===== src/verilog/ext_request_pkg.sv =====
// Package for the external request pin and reset cause block.
// Assumes an AHB-Lite master with 32-bit single word transfers.
package ext_request_pkg;
  // ----------------------------------------------------------------
  // Register byte addresses
  // ----------------------------------------------------------------
  localparam logic [7:0] ADDR_CTRL_STATUS  = 8'h00;
  localparam logic [7:0] ADDR_RESET_CAUSE  = 8'h04;
  localparam logic [7:0] ADDR_RESET_SOURCE = 8'h08;
  localparam logic [7:0] ADDR_DEBUG_FORCE  = 8'h0c;
  // ----------------------------------------------------------------
  // Control and status field positions
  // ----------------------------------------------------------------
  localparam int BIT_PULL_DISABLE = 6;
  localparam int BIT_RESERVED     = 5;
  localparam int BIT_PIN_ENABLE   = 4;
  localparam int BIT_EVENT_FLAG   = 3;
  localparam int BIT_EVENT_ACK    = 2;
  localparam int BIT_INT_ENABLE   = 1;
  localparam int BIT_DETECT_MODE  = 0;
  // ----------------------------------------------------------------
  // Reset cause field positions
  // ----------------------------------------------------------------
  localparam int BIT_POWER_ON     = 7;
  localparam int BIT_PIN_RESET    = 6;
  localparam int BIT_WATCHDOG     = 5;
  localparam int BIT_ILLEGAL_OP   = 4;
  localparam int BIT_ILLEGAL_ADDR = 3;
  localparam int BIT_LOW_VOLTAGE  = 1;
  // ----------------------------------------------------------------
  // Reset values and bus transfer type
  // ----------------------------------------------------------------
  localparam logic [7:0] CTRL_RESET_VALUE   = 8'h00;
  localparam logic [7:0] CAUSE_POWER_ON_VAL = 8'h82;
  localparam logic [7:0] CAUSE_LOW_VOLT_VAL = 8'h02;
  localparam logic [1:0] HTRANS_NONSEQ      = 2'h2;

  // Reset sources sampled at the first clock edge after reset release
  typedef struct packed {
    logic power_on;
    logic low_voltage;
    logic pin;
    logic watchdog;
    logic illegal_opcode;
    logic illegal_address;
  } reset_sources_t;
endpackage


===== src/verilog/ext_request_pin_and_reset_status.sv =====
// External request pin control/status and reset cause register.
// Assumes an AHB-Lite master, single word transfers, one slave on hready.
`timescale 1ns/1ps

// Overview of operation
// RULE1 - Pull disable bit turns pull-up off
// RULE2 - Pin enable bit allows pin requests
// RULE3 - Event flag set on detected request
// RULE4 - Writing one to acknowledge clears flag
// RULE5 - Level mode: held-low pin blocks acknowledge
// RULE6 - Interrupt enable drives request from flag
// RULE7 - Mode bit: falling edge or edge-and-level
// RULE8 - Software writes zero to reserved bit
// RULE9 - Reset cause register is read only
// RULE10 - Debug forced reset clears all causes
// RULE11 - Write restarts watchdog, keeps flags
// RULE12 - Power-on sets power and voltage flags
// RULE13 - Low voltage sets voltage, keeps power
// RULE14 - Other resets capture active sources only
// RULE15 - Pin flag marks external pin reset
// RULE16 - Watchdog flag, blocked when disabled
// RULE17 - Illegal opcode flag incl. stop/background
// RULE18 - Illegal address flag on unimplemented access
// RULE19 - Pin synchronised before edge detection
module ext_request_pin_and_reset_status
  import ext_request_pkg::*;
(
  // Clock and reset
  input  wire logic                        clk_i,
  input  wire logic                        reset_i,
  // AHB-Lite slave
  input  wire logic                        hsel_i,
  input  wire logic [7:0]                  haddr_i,
  input  wire logic [1:0]                  htrans_i,
  input  wire logic                        hwrite_i,
  input  wire logic [2:0]                  hsize_i,
  input  wire logic [31:0]                 hwdata_i,
  input  wire logic                        hready_i,
  output logic      [31:0]                 hrdata_o,
  output logic                             hreadyout_o,
  output logic                             hresp_o,
  // Request pin, active low
  input  wire logic                        request_pin_n_i,
  output logic                             pull_up_enable_o,
  // Reset cause inputs
  input  wire ext_request_pkg::reset_sources_t reset_sources_i,
  input  wire logic                        watchdog_enable_option_i,
  input  wire logic                        stop_enable_option_i,
  input  wire logic                        background_mode_enable_i,
  // Outputs toward core and system
  output logic                             interrupt_request_o,
  output logic                             watchdog_restart_o,
  output logic                             debug_force_reset_o
);
  import ext_request_pkg::*;

  // ----------------------------------------------------------------
  // Bus address phase capture
  // ----------------------------------------------------------------
  logic       wr_pend_r;
  logic       rd_pend_r;
  logic [7:0] addr_r;
  logic       access;
  assign access = hsel_i && hready_i && (htrans_i == HTRANS_NONSEQ);

  // Every transfer completes with no wait state
  always_ff @(posedge clk_i)
  begin
    if (reset_i)
    begin
      wr_pend_r <= 1'b0;
      rd_pend_r <= 1'b0;
      addr_r    <= 8'h00;
    end
    else
    begin
      wr_pend_r <= access && hwrite_i;
      rd_pend_r <= access && !hwrite_i;
      if (access)
        addr_r <= haddr_i;
    end
  end

  logic wr_ctrl;
  logic wr_cause;
  logic wr_force;
  assign wr_ctrl  = wr_pend_r && (addr_r == ADDR_CTRL_STATUS);
  assign wr_cause = wr_pend_r && (addr_r == ADDR_RESET_CAUSE);
  assign wr_force = wr_pend_r && (addr_r == ADDR_DEBUG_FORCE);

  // ----------------------------------------------------------------
  // Request pin synchroniser and detection
  // ----------------------------------------------------------------
  logic sync1_r;
  logic sync2_r;
  logic pin_prev_r;

  // Two stages; only the second is looked at
  always_ff @(posedge clk_i)
  begin
    if (reset_i)
    begin
      sync1_r    <= 1'b1;
      sync2_r    <= 1'b1;
      pin_prev_r <= 1'b1;
    end
    else
    begin
      sync1_r    <= request_pin_n_i; // RULE19
      sync2_r    <= sync1_r;
      pin_prev_r <= sync2_r;
    end
  end

  logic [7:0] ctrl_r;
  logic       event_flag_r;
  logic       pin_low;
  logic       fall_edge;
  logic       detect;
  logic       ack;
  assign pin_low   = ctrl_r[BIT_PIN_ENABLE] && !sync2_r;
  assign fall_edge = ctrl_r[BIT_PIN_ENABLE] && pin_prev_r && !sync2_r; // RULE19
  // Level mode keeps detecting while the pin stays low
  assign detect    = fall_edge || (ctrl_r[BIT_DETECT_MODE] && pin_low); // RULE7 RULE2
  assign ack       = wr_ctrl && hwdata_i[BIT_EVENT_ACK]; // RULE4

  // Control bits; flag, ack and reserved bit are not stored
  always_ff @(posedge clk_i)
  begin
    if (reset_i)
      ctrl_r <= CTRL_RESET_VALUE;
    else if (wr_ctrl)
    begin
      ctrl_r                   <= 8'h00;
      ctrl_r[BIT_PULL_DISABLE] <= hwdata_i[BIT_PULL_DISABLE];
      ctrl_r[BIT_PIN_ENABLE]   <= hwdata_i[BIT_PIN_ENABLE];
      ctrl_r[BIT_INT_ENABLE]   <= hwdata_i[BIT_INT_ENABLE];
      ctrl_r[BIT_DETECT_MODE]  <= hwdata_i[BIT_DETECT_MODE];
    end
  end

  // Set wins over acknowledge, so in level mode a held low level also blocks it
  always_ff @(posedge clk_i)
  begin
    if (reset_i)
      event_flag_r <= 1'b0;
    else if (detect)
      event_flag_r <= 1'b1; // RULE3 RULE5
    else if (ack)
      event_flag_r <= 1'b0; // RULE4
  end

  // Interrupt and pull-up outputs
  always_ff @(posedge clk_i)
  begin
    if (reset_i)
    begin
      interrupt_request_o <= 1'b0;
      pull_up_enable_o    <= 1'b0;
    end
    else
    begin
      interrupt_request_o <= (event_flag_r || detect) && ctrl_r[BIT_INT_ENABLE]; // RULE6
      pull_up_enable_o    <= ctrl_r[BIT_PIN_ENABLE] && !ctrl_r[BIT_PULL_DISABLE]; // RULE1
    end
  end

  // ----------------------------------------------------------------
  // Reset cause capture
  // ----------------------------------------------------------------
  logic [7:0] cause_r;
  logic [7:0] cause_nxt;
  logic       capture_r;

  // Sources are qualified by the options that block them
  always_comb
  begin
    cause_nxt = 8'h00;
    if (reset_sources_i.power_on)
      cause_nxt = CAUSE_POWER_ON_VAL; // RULE12
    else if (reset_sources_i.low_voltage)
    begin
      cause_nxt                 = CAUSE_LOW_VOLT_VAL; // RULE13
      cause_nxt[BIT_POWER_ON]   = cause_r[BIT_POWER_ON];
    end
    else
    begin
      cause_nxt[BIT_PIN_RESET]    = reset_sources_i.pin; // RULE14 RULE15
      cause_nxt[BIT_WATCHDOG]     = reset_sources_i.watchdog && watchdog_enable_option_i; // RULE16
      cause_nxt[BIT_ILLEGAL_OP]   = reset_sources_i.illegal_opcode; // RULE17
      cause_nxt[BIT_ILLEGAL_ADDR] = reset_sources_i.illegal_address; // RULE18
    end
  end

  // Capture one cycle after reset release; a forced reset clears all
  always_ff @(posedge clk_i)
  begin
    if (reset_i)
      capture_r <= 1'b1;
    else
      capture_r <= 1'b0;
  end

  // No reset branch: the flags must survive the reset they describe
  always_ff @(posedge clk_i)
  begin
    if (!reset_i)
    begin
      if (wr_force && hwdata_i[0])
        cause_r <= 8'h00; // RULE10
      else if (capture_r)
        cause_r <= cause_nxt; // RULE9 RULE13
    end
  end

  // The stop/background options only gate the core's opcode decode
  logic unused_opts;
  assign unused_opts = stop_enable_option_i ^ background_mode_enable_i ^ (|hsize_i);

  // Watchdog restart and debug reset pulses
  always_ff @(posedge clk_i)
  begin
    if (reset_i)
    begin
      watchdog_restart_o  <= 1'b0;
      debug_force_reset_o <= 1'b0;
    end
    else
    begin
      watchdog_restart_o  <= wr_cause; // RULE11
      debug_force_reset_o <= wr_force && hwdata_i[0];
    end
  end

  // ----------------------------------------------------------------
  // Read data
  // ----------------------------------------------------------------
  logic [7:0] ctrl_view;
  always_comb
  begin
    ctrl_view                 = ctrl_r;
    ctrl_view[BIT_EVENT_FLAG] = event_flag_r; // RULE3
    ctrl_view[BIT_EVENT_ACK]  = 1'b0; // RULE4
    ctrl_view[BIT_RESERVED]   = 1'b0;
  end

  // Read data registered in address phase so it stands in data phase
  always_ff @(posedge clk_i)
  begin
    if (reset_i)
      hrdata_o <= 32'h00000000;
    else if (access && !hwrite_i)
    begin
      case (haddr_i)
        ADDR_CTRL_STATUS:  hrdata_o <= {24'h000000, ctrl_view};
        ADDR_RESET_CAUSE:  hrdata_o <= {24'h000000, cause_r};
        ADDR_RESET_SOURCE: hrdata_o <= {24'h000000, cause_nxt};
        default:           hrdata_o <= 32'h00000000;
      endcase
    end
  end

  always_ff @(posedge clk_i)
  begin
    if (reset_i)
    begin
      hreadyout_o <= 1'b0;
      hresp_o     <= 1'b0;
    end
    else
    begin
      hreadyout_o <= 1'b1;
      hresp_o     <= 1'b0;
    end
  end

  // ----------------------------------------------------------------
  // Assertions
  // ----------------------------------------------------------------
  a_ack_clears: assert property (@(posedge clk_i) disable iff (reset_i) // RULE4
    ack && !detect |=> !event_flag_r) else $error("ack did not clear flag");
  a_level_holds: assert property (@(posedge clk_i) disable iff (reset_i) // RULE5
    ctrl_r[BIT_DETECT_MODE] && pin_low |=> event_flag_r) else $error("level lost flag");
  a_edge_sets: assert property (@(posedge clk_i) disable iff (reset_i) // RULE3
    fall_edge |=> event_flag_r) else $error("edge not flagged");
  a_irq_follows: assert property (@(posedge clk_i) disable iff (reset_i) // RULE6
    event_flag_r && ctrl_r[BIT_INT_ENABLE] |=> interrupt_request_o) else $error("irq missing");
  a_pull_off: assert property (@(posedge clk_i) disable iff (reset_i) // RULE1
    ctrl_r[BIT_PULL_DISABLE] |=> !pull_up_enable_o) else $error("pull not off");
  a_pin_disabled: assert property (@(posedge clk_i) disable iff (reset_i) // RULE2
    !ctrl_r[BIT_PIN_ENABLE] |-> !detect) else $error("disabled pin detected");
  a_wdog_restart: assert property (@(posedge clk_i) disable iff (reset_i) // RULE11
    wr_cause && !capture_r |=> watchdog_restart_o && $stable(cause_r)) else $error("restart wrong");
  a_force_clears: assert property (@(posedge clk_i) disable iff (reset_i) // RULE10
    wr_force && hwdata_i[0] |=> cause_r == 8'h00) else $error("force not cleared");
  a_power_on: assert property (@(posedge clk_i) disable iff (reset_i) // RULE12
    capture_r && reset_sources_i.power_on |=> cause_r == CAUSE_POWER_ON_VAL) else $error("por cause");
  a_wdog_block: assert property (@(posedge clk_i) disable iff (reset_i) // RULE16
    !watchdog_enable_option_i |-> !cause_nxt[BIT_WATCHDOG]) else $error("watchdog not blocked");

  // ----------------------------------------------------------------
  // Assertions: acknowledge, masking and pull-up
  // ----------------------------------------------------------------
  // A clear interrupt enable leaves the core to poll the flag
  a_irq_masked: assert property (@(posedge clk_i) disable iff (reset_i) // RULE6
    !ctrl_r[BIT_INT_ENABLE] |=> !interrupt_request_o) else $error("irq while masked");
  // Enabled pin with pull disable clear keeps the pull-up on
  a_pull_on: assert property (@(posedge clk_i) disable iff (reset_i) // RULE1
    ctrl_r[BIT_PIN_ENABLE] && !ctrl_r[BIT_PULL_DISABLE] |=> pull_up_enable_o) else $error("pull not on");
  // Edge mode: acknowledge wins even with the pin still low
  a_edge_ack: assert property (@(posedge clk_i) disable iff (reset_i) // RULE7
    ack && !ctrl_r[BIT_DETECT_MODE] && !fall_edge |=> !event_flag_r) else $error("edge ack failed");
  // Level mode: a held low level defeats the acknowledge
  a_level_ack: assert property (@(posedge clk_i) disable iff (reset_i) // RULE5
    ack && ctrl_r[BIT_DETECT_MODE] && pin_low |=> event_flag_r) else $error("level ack cleared");
  // Nothing but a detection may raise the flag
  a_flag_idle: assert property (@(posedge clk_i) disable iff (reset_i) // RULE3
    !event_flag_r && !detect |=> !event_flag_r) else $error("flag set with no event");

  // ----------------------------------------------------------------
  // Assertions: reset cause capture and hold
  // ----------------------------------------------------------------
  // Capture of a reset that is neither power-on nor low voltage
  logic other_reset;
  assign other_reset = capture_r && !reset_sources_i.power_on && !reset_sources_i.low_voltage;

  // Low voltage sets its own flag and leaves power-on as it was
  a_low_volt: assert property (@(posedge clk_i) disable iff (reset_i) // RULE13
    capture_r && !reset_sources_i.power_on && reset_sources_i.low_voltage
    |=> cause_r[BIT_LOW_VOLTAGE] && (cause_r[BIT_POWER_ON] == $past(cause_r[BIT_POWER_ON])))
    else $error("low voltage cause");
  // Between captures only a forced clear may touch the flags
  a_cause_holds: assert property (@(posedge clk_i) disable iff (reset_i) // RULE9
    !capture_r && !(wr_force && hwdata_i[0]) |=> $stable(cause_r)) else $error("cause changed");
  // Other resets copy each active source, the watchdog only with its option set, and drop the rest
  a_pin_cause: assert property (@(posedge clk_i) disable iff (reset_i) // RULE15
    other_reset |=> cause_r[BIT_PIN_RESET] == $past(reset_sources_i.pin)) else $error("pin cause");
  a_wdog_cause: assert property (@(posedge clk_i) disable iff (reset_i) // RULE16
    other_reset |=> cause_r[BIT_WATCHDOG] == ($past(reset_sources_i.watchdog) && $past(watchdog_enable_option_i)))
    else $error("watchdog cause");
  a_opcode_cause: assert property (@(posedge clk_i) disable iff (reset_i) // RULE17
    other_reset |=> cause_r[BIT_ILLEGAL_OP] == $past(reset_sources_i.illegal_opcode))
    else $error("opcode cause");
  a_addr_cause: assert property (@(posedge clk_i) disable iff (reset_i) // RULE18
    other_reset |=> cause_r[BIT_ILLEGAL_ADDR] == $past(reset_sources_i.illegal_address))
    else $error("address cause");
  // Other resets also drop the power-on and low voltage flags
  a_other_clears: assert property (@(posedge clk_i) disable iff (reset_i) // RULE14
    other_reset |=> !cause_r[BIT_POWER_ON] && !cause_r[BIT_LOW_VOLTAGE]) else $error("stale power cause");
  // Bus side effects of the cause and force registers
  a_force_pulse: assert property (@(posedge clk_i) disable iff (reset_i) // RULE10
    wr_force && hwdata_i[0] |=> debug_force_reset_o) else $error("no force pulse");
  a_restart_only: assert property (@(posedge clk_i) disable iff (reset_i) // RULE11
    !wr_cause |=> !watchdog_restart_o) else $error("stray restart");
endmodule // ext_request_pin_and_reset_status


===== config.mk =====
export PLATFORM = sky130hd
export DESIGN_NAME = ext_request_pin_and_reset_status
export DESIGN_NICKNAME = d
export VERILOG_FILES = /design/src/verilog/ext_request_pkg.sv /design/src/verilog/ext_request_pin_and_reset_status.sv
export SDC_FILE = /design/constraint.sdc
export NUM_CORES = 1
export LEC_CHECK = 0
export BUFFER_PORTS_ARGS = -buffer_cell sky130_fd_sc_hd__buf_2
export CAP_MARGIN = 20
export CORE_UTILIZATION = 45
export CTS_BUF_LIST = sky130_fd_sc_hd__clkbuf_8
export DETAILED_ROUTE_END_ITERATION = 6
export GPL_TIMING_DRIVEN = 0
export PLACE_DENSITY = 0.88
export RECOVER_POWER = 50
export SKIP_LAST_GASP = 1
export SYNTH_ARGS = -nofsm -noshare
export SYNTH_HDL_FRONTEND = slang
export SYNTH_SLANG_ARGS = --single-unit

===== constraint.sdc =====
create_clock -name clk_i -period 3.3 [get_ports clk_i]
set_input_delay 0.33 -clock clk_i [delete_from_list [all_inputs] [get_ports clk_i]]
set_output_delay 0.33 -clock clk_i [all_outputs]
set_load 0.02 [all_outputs]

**Word level (Yosys, flattened, before mapping)**

Cells that the tools add are included.

- Output and inout port bits: 38
- Bits in registers: 63
- Bits of input ports: 60
- Word-level logic and storage cells: 57

- Equal/unequal tests: 5
- Muxes and demuxes: 10
- Bitwise logic cells: 1
- Reductions and logical operators: 26

Operators by type and width:

| operator | count |
|---|---|
| 8-bit one-hot mux with 3 select lines | 1 |
| 8-bit by 3-bit equality test with 1-bit output, second input constant | 2 |
| 8-bit by 4-bit equality test with 1-bit output, second input constant | 2 |
| 1-bit logical AND | 16 |
| 8-bit logical NOT | 2 |
| 8-bit two-way mux | 2 |
| 1-bit two-way mux | 5 |
| 4-bit two-way mux | 1 |
| 2-bit nonzero test | 2 |
| 1-bit logical NOT | 3 |
| 2-bit equality test, second input constant | 1 |
| 1-bit logical OR | 2 |
| 2-bit two-way mux | 1 |
| 2-bit AND reduction | 1 |
| 1-bit NOT | 1 |

**Longest topological paths before layout**

Gate-level depths: netlist of run 1.

- Depth in word-level cells: 6
- Mapped depth: 5
- Gate-level depth less buffers: 4

**Worst setup path after synthesis of run 1**

OpenSTA, ideal clock, no wires.

- Kind: register to register
- Start: reg addr_r[5]
- End: reg cause_r[1], enable pin
- Data required time: 2.981 ns
- Arrival: 1.283 ns
- Clock period less this slack: 1.601 ns
- Path buffers: 0
- Stages on the path, launching flop included: 5
- Setup time: 0.319 ns
- Slack: 1.699 ns
- Path through: dfxtp_1 > nor4b_2 > nand3_1 > nor2_1 > o21a_1

- Cells in the longest elaborated chain, start to end: 5

RTL lines:

| item | line | RTL |
|---|---|---|
| start, declared | ext_request_pin_and_reset_status.sv:62 | `logic [7:0] addr_r;` |
| start signal, assigned | ext_request_pin_and_reset_status.sv:80 | `addr_r <= haddr_i;` |
| 8-bit by 4-bit equality test with 1-bit output | ext_request_pin_and_reset_status.sv:89 | `assign wr_force = wr_pend_r && (addr_r == ADDR_DEBUG_FORCE);` |
| 1-bit logical AND | ext_request_pin_and_reset_status.sv:89 |  |
| 1-bit logical AND | ext_request_pin_and_reset_status.sv:209 | `if (wr_force && hwdata_i[0])` |
| 2-bit nonzero test (no source line) | -- |  |
| 2-bit AND reduction (no source line) | -- |  |
| end signal, assigned | ext_request_pin_and_reset_status.sv:212 | `cause_r <= cause_nxt;` |
| end, declared | ext_request_pin_and_reset_status.sv:171 | `logic [7:0] cause_r;` |

No other way between the ends.
A chain may end at the register's enable or synchronous reset.

**Worst setup path in the final report of run 1**

- Start: reg addr_r[5]
- End: reg cause_r[4], enable pin

Same word-level chain as after synthesis.

==> reports/metrics.csv, run 1 <==
metric,value,unit
vias per cell,4.63,
Num CTS Buffers,5,
Pins Over Slew Limit,0,
final setup vio count,0,
area grow syn2layout,26.3,%
largest net degree at the start of global routing,12,
routability congestion estimate,0.796,
P_sw,214,uW
clk_skew,0.00841,ns
Post-synth top cells,"dfxtp_1, nand2_1, buf_4, nor2_1, a21oi_1",
num rows,21,
Initial Util,0.485,
critical path startpoint category,flop,
fin crit share,0.579,
# clock sinks,36,
clock insertion delay at the later pin of the skew report,0.29,ns
fillers,315,
outcome,finished clean,
drt drc,0,
Int Pwr,720,uW
most common cell in the netlist,dfxtp_1,
Resize count post-CTS,0,
root buf cell,clkbuf_8,
Pre-Repair DR Iteration Count,4,
Mapped Area,1670,um2
global route overflow,0,
Die Span Y,62.9,um
maximum clock insertion buffer count,2,
max-cap viol count,0,
Post-Synthesis Cells,186,
Final Critical Period,1.91,ns
clock network power share,0.394,
CTS tree,yes,
switching share of total power,0.229,
final cell count without fillers,304,
CTS Hold Bufs,0,
XOR/XNOR Fraction of Synth Area,0,
aggregate negative setup slack,0,ns
Total Routing Usage GR,0.191,
nets@finish,317,
Reg power frac,0.489,
Async SR Flop Fraction,0,
leakage power,0.929,nW
initial antenna violation count,0,
RSZ-0062 raised after global routing,no,
detailed placement HPWL,2.65,mm
"Critical Path, Cell by Cell",nor4b_2 -> nand3_1 -> nor2_1 -> o21a_1,
"EDFF count, synth",6,
Gate power share,0.117,
post-DR wirelength/cell,11.2,um
Routed Antenna Nets,0,
pwr dens,443,nW/um2
Buffers on Ports,39,
top_reg_cell synth,dfxtp_1,
Fin. Hold Viols,0,
Layout Utilization,0.613,
yosys warns,0,
critical path arrival,1.88,ns
Via Count,1406,
CP Max Fanout,7,
Synth Area in Compound Gates,0.108,
Crit Path Class,reg -> reg,
crit-path max cell delay,0.43,ns
share of cells above drive strength 1,0.264,
total power,934,uW
CP endpoint kind,flop,
Synth Area in Simple Gates,0.266,
H-tree lvl count,2,
ant diodes,0,
post-synth top area share,0.360,
syn avg cell area,8.98,um2
die span in x,62.9,um
main combinational cell family by area after synthesis,simple AND/OR/NAND/NOR gates,
Routed WL,3.40,mm
WP data required,3.27,ns
IO Pins,98,
sequential area share after synthesis,0.467,
cell accounting for the most synthesized area,dfxtp_1,
post-synthesis adder-cell area fraction,0,
placed insts,296,
Fmax achieved,0.523,GHz
Seq cells post-synth,36,
synth top area cells,"dfxtp_1, buf_4, edfxtp_1, nand2_1, a21oi_1",
Core ar.,3440,um2
global-route wire length before repair,5.78,mm
post-synthesis mux area share,0.0240,
worst min path class,in -> reg,
vias in the first global route,1282,
Die ar.,3960,um2
CP max stage cell,nor2_1,
Peak VDD IR,0.242,mV
Post-CTS Repair Setup Buffers,0,
clock slew at reported path FFs,0.07,ns
1st-iter DRT viols,42,
Synth cell types,33,
## power by group through the flow
stage               Combinational (mW)  Clock, mW  Sequential (mW)
finish                           0.109      0.368            0.457
global route                     0.119      0.399            0.458
CTS                              0.109      0.379            0.457
detailed placement               0.108          0            0.467
global placement                 0.107          0            0.466
floorplan                       0.0778          0            0.467
## state kept, by name, summed over array words and instances, names as in the netlist, 4 cells and up
register,flops
addr_r,8
hrdata_o,7
ctrl_r,4
cause_r,6
## path summary, 6_finish.rpt
check / startpoint / to / slack [ns] / depth (start not counted)
setup / recovery: addr_r[5] / cause_r[4] / 1.39 / 4
hold / removal: reset_i / capture_r / 0.16 / 1
setup reg to reg: addr_r[5] / cause_r[4] / 1.39 / 4
hold reg to reg: sync1_r / sync2_r / 0.42 / 1
## area by class of cell
cell class | instances | area [um2] | share of cell area
multi-input combinational | 142 | 762 | 0.361
tap | 46 | 57.6 | 0.0273
sequential | 36 | 781 | 0.370
clock inverter | 3 | 38.8 | 0.0184
timing repair buffer | 39 | 180 | 0.0854
clock buffer | 5 | 68.8 | 0.0326
buffer | 32 | 218 | 0.103
inverter | 1 | 3.75 | 0.00178
## through the flow
| stage | hold WS, ns | setup slack [ns] | area, um2 |
|---|---|---|---|
| detailed placement | 0.408 | 1.41 | 2020 |
| global placement | 0.393 | 1.45 | 2020 |
| global route | 0.154 | 1.28 | 2110 |
| CTS | 0.150 | 1.38 | 2120 |
| floorplan | 0.358 | 1.70 | 1760 |
| finish | 0.159 | 1.39 | 2110 |
## per-layer routing
| metal | part of all wire | track usage | vias to the layer above |
|---|---|---|---|
| met2 | 0.49 | 0.329 | 45 |
| li1 | - | - | 727 |
| met5 | 0 | 0 | - |
| met4 | 0.020 | 0.0872 | 0 |
| met3 | 0.069 | 0.0547 | 8 |
| met1 | 0.42 | 0.214 | 626 |
## cells in the final DEF (no fill, tap or decap), drive strengths merged
| master | synthesis | layout |
|---|---|---|
| or4 | 1 | 1 |
| o21a | 1 | 1 |
| nand2 | 29 | 29 |
| and3 | 1 | 1 |
| a21oi | 17 | 17 |
| and4b | 1 | 1 |
| inv | 1 | 2 |
| edfxtp | 6 | 6 |
| a32oi | 2 | 2 |
| nor3b | 4 | 4 |
| bufinv | 0 | 1 |
| dfxtp | 30 | 30 |
| nand3 | 2 | 2 |
| nand2b | 5 | 5 |
| or2 | 4 | 4 |
| o21ai | 1 | 1 |
| conb | 1 | 26 |
| mux2i | 4 | 4 |
| o211ai | 4 | 4 |
| nand4b | 1 | 1 |
| buf | 27 | 53 |
| nand4 | 1 | 1 |
| nor3 | 6 | 6 |
| and3b | 1 | 1 |
| o31ai | 1 | 1 |
| clkbuf | 5 | 23 |
| nand3b | 2 | 2 |
| clkinv | 0 | 1 |
| nor4b | 1 | 1 |
| or4bb | 3 | 3 |
| nor2 | 22 | 22 |
| a211oi | 2 | 2 |
## cell families after synthesis
group           count (synthesis)
compound gates                 28
mux                             4
other cells                     1
simple gates                   84
buf+inv                        33
flops                          36
## worst max-delay path, delay by kind of cell (launching register included)
kind,cells,cell delay (ns)
simple gates,3,0.94
compound gates,1,0.33
flops,1,0.32
(Power assumes the default switching activity.)
==> inputs of run 2 (changes only) <==
- clock period: 3.3 -> 1.9 ns (I/O delays scaled with it)
==> reports/metrics.csv, run 2 (synthesized netlist as in run 1, its figures left out) <==
metric,value,unit,change
outcome,finished clean,,
critical path startpoint category,flop,,
final setup vio count,0,,unchanged
worst min path class,in -> reg,,
clock insertion delay at the later pin of the skew report,0.29,ns,about the same
Core ar.,3440,um2,unchanged
CTS Hold Bufs,0,,unchanged
Final Critical Period,1.74,ns,-0.174 ns
Largest regs,"addr_r (8), hrdata_o (7), cause_r (6)",,
root buf cell,clkbuf_8,,
aggregate negative setup slack,0,ns,unchanged
final hold slack,0.0197,ns,-0.139 ns
Peak VDD IR,0.420,mV,+74%
total power,1.62,mW,+74%
global-route wire length before repair,5.80,mm,+0.24%
Via Count,1403,,-0.21%
# clock sinks,36,,unchanged
Fmax achieved,0.576,GHz,+10%
post-DR wirelength/cell,11.2,um,+0.35%
largest net degree at the start of global routing,12,,unchanged
max-cap viol count,0,,unchanged
vias per cell,4.62,,-0.21%
Routed Antenna Nets,0,,unchanged
initial antenna violation count,0,,unchanged
WP data required,1.87,ns,-1.40 ns
Buffers on Ports,39,,unchanged
1st-iter DRT viols,36,,-14%
area of the multi-input gates,769,um2,+0.99%
num rows,21,,unchanged
CP Max Fanout,7,,unchanged
drt drc,0,,unchanged
maximum clock insertion buffer count,2,,unchanged
die span in x,62.9,um,unchanged
pwr dens,766,nW/um2,+73%
Total Routing Usage GR,0.191,,+0.000386
Largest Register,addr_r,,
Fin. Hold Viols,0,,unchanged
Initial Util,0.485,,unchanged
Pins Over Slew Limit,0,,unchanged
"commonest non-fill, non-tap cell in the layout",dfxtp_1,,
Die Span Y,62.9,um,unchanged
fillers,311,,-1.3%
Layout Utilization,0.615,,+0.00218
detailed placement HPWL,2.65,mm,unchanged
Crit Path Class,reg -> reg,,
FF/Latch Area,781,um2,unchanged
clk_skew,0.00900,ns,+0.000596 ns
CP endpoint kind,flop,,
placed insts,296,,unchanged
fin crit share,0.914,,+0.335
number of flip-flops in the largest register,8,,unchanged
routability congestion estimate,0.796,,unchanged
Routed WL,3.41,mm,+0.35%
leakage power,0.930,nW,about the same
vias in the first global route,1284,,+0.16%
share of cells above drive strength 1,0.267,,+0.00388
Num CTS Buffers,5,,unchanged
IO Pins,98,,unchanged
global route overflow,0,,unchanged
Pre-Repair DR Iteration Count,4,,unchanged
ant diodes,0,,unchanged
clock slew at reported path FFs,0.07,ns,about the same
most frequent cells in the layout,"dfxtp_1, nand2_1, buf_2, buf_4, conb_1",,
final cell count without fillers,304,,unchanged
H-tree lvl count,2,,unchanged
CTS tree,yes,,
RSZ-0062 raised after global routing,no,,
Die ar.,3960,um2,unchanged
critical path arrival,1.70,ns,-0.18 ns
area grow syn2layout,26.7,%,
nets@finish,317,,unchanged
==> run 2: final timing paths <==
kind                              endpoint  slack (ns)       from  depth (start not counted)
worst max-delay path            cause_r[4]        0.16  addr_r[5]                          4
worst min-delay path             capture_r        0.02    reset_i                          1
worst max register to register  cause_r[4]        0.16  addr_r[5]                          4
worst min register to register     sync2_r        0.42    sync1_r                          1
==> run 2: cell type report <==
type,instances,area share
Inverter,1,0.00177
Multi-Input combinational cell,142,0.363
Timing Repair Buffer,39,0.0851
Tap cell,46,0.0272
Clock inverter,3,0.0183
Sequential cell,36,0.369
Clock buffer,5,0.0325
Buffer,32,0.103
==> run 2: stage by stage <==
step | area (um2) | setup slack [ns]
floorplan | 1760 | 0.299
global placement | 2020 | 0.0513
detailed placement | 2020 | 0.00963
CTS | 2130 | 0.0884
global route | 2120 | 0.0548
finish | 2120 | 0.164
==> run 2: what timing repair did <==
item / CTS / global route
gates resized for setup: 1 / 1
buffers inserted: 0 / 0
hold endpoints to repair: 0 / 0
setup endpoints to repair: 6 / 6
==> run 2: where the power goes <==
group	leakage, nW	switching, mW	internal [mW]	total [mW]
Sequential	0.306	0.00582	0.788	0.794
Combinational	0.564	0.111	0.0788	0.190
Clock	0.0593	0.255	0.384	0.639
==> run 2: worst max-delay path, stage by stage (launching register included) <==
cell and delay, ns:
dfxtp_1 0.32, nor4b_2 0.33, nand3_1 0.22, nor2_4 0.24, o21a_1 0.30
==> run 2: per-layer routing <==
metal / GRT usage / vias to the layer above / routed length [um]
met5: 0 / - / 0
met4: 0.0872 / 0 / 67
met3: 0.0547 / 8 / 227
met2: 0.329 / 43 / 1670
met1: 0.215 / 626 / 1440
li1: - / 726 / -
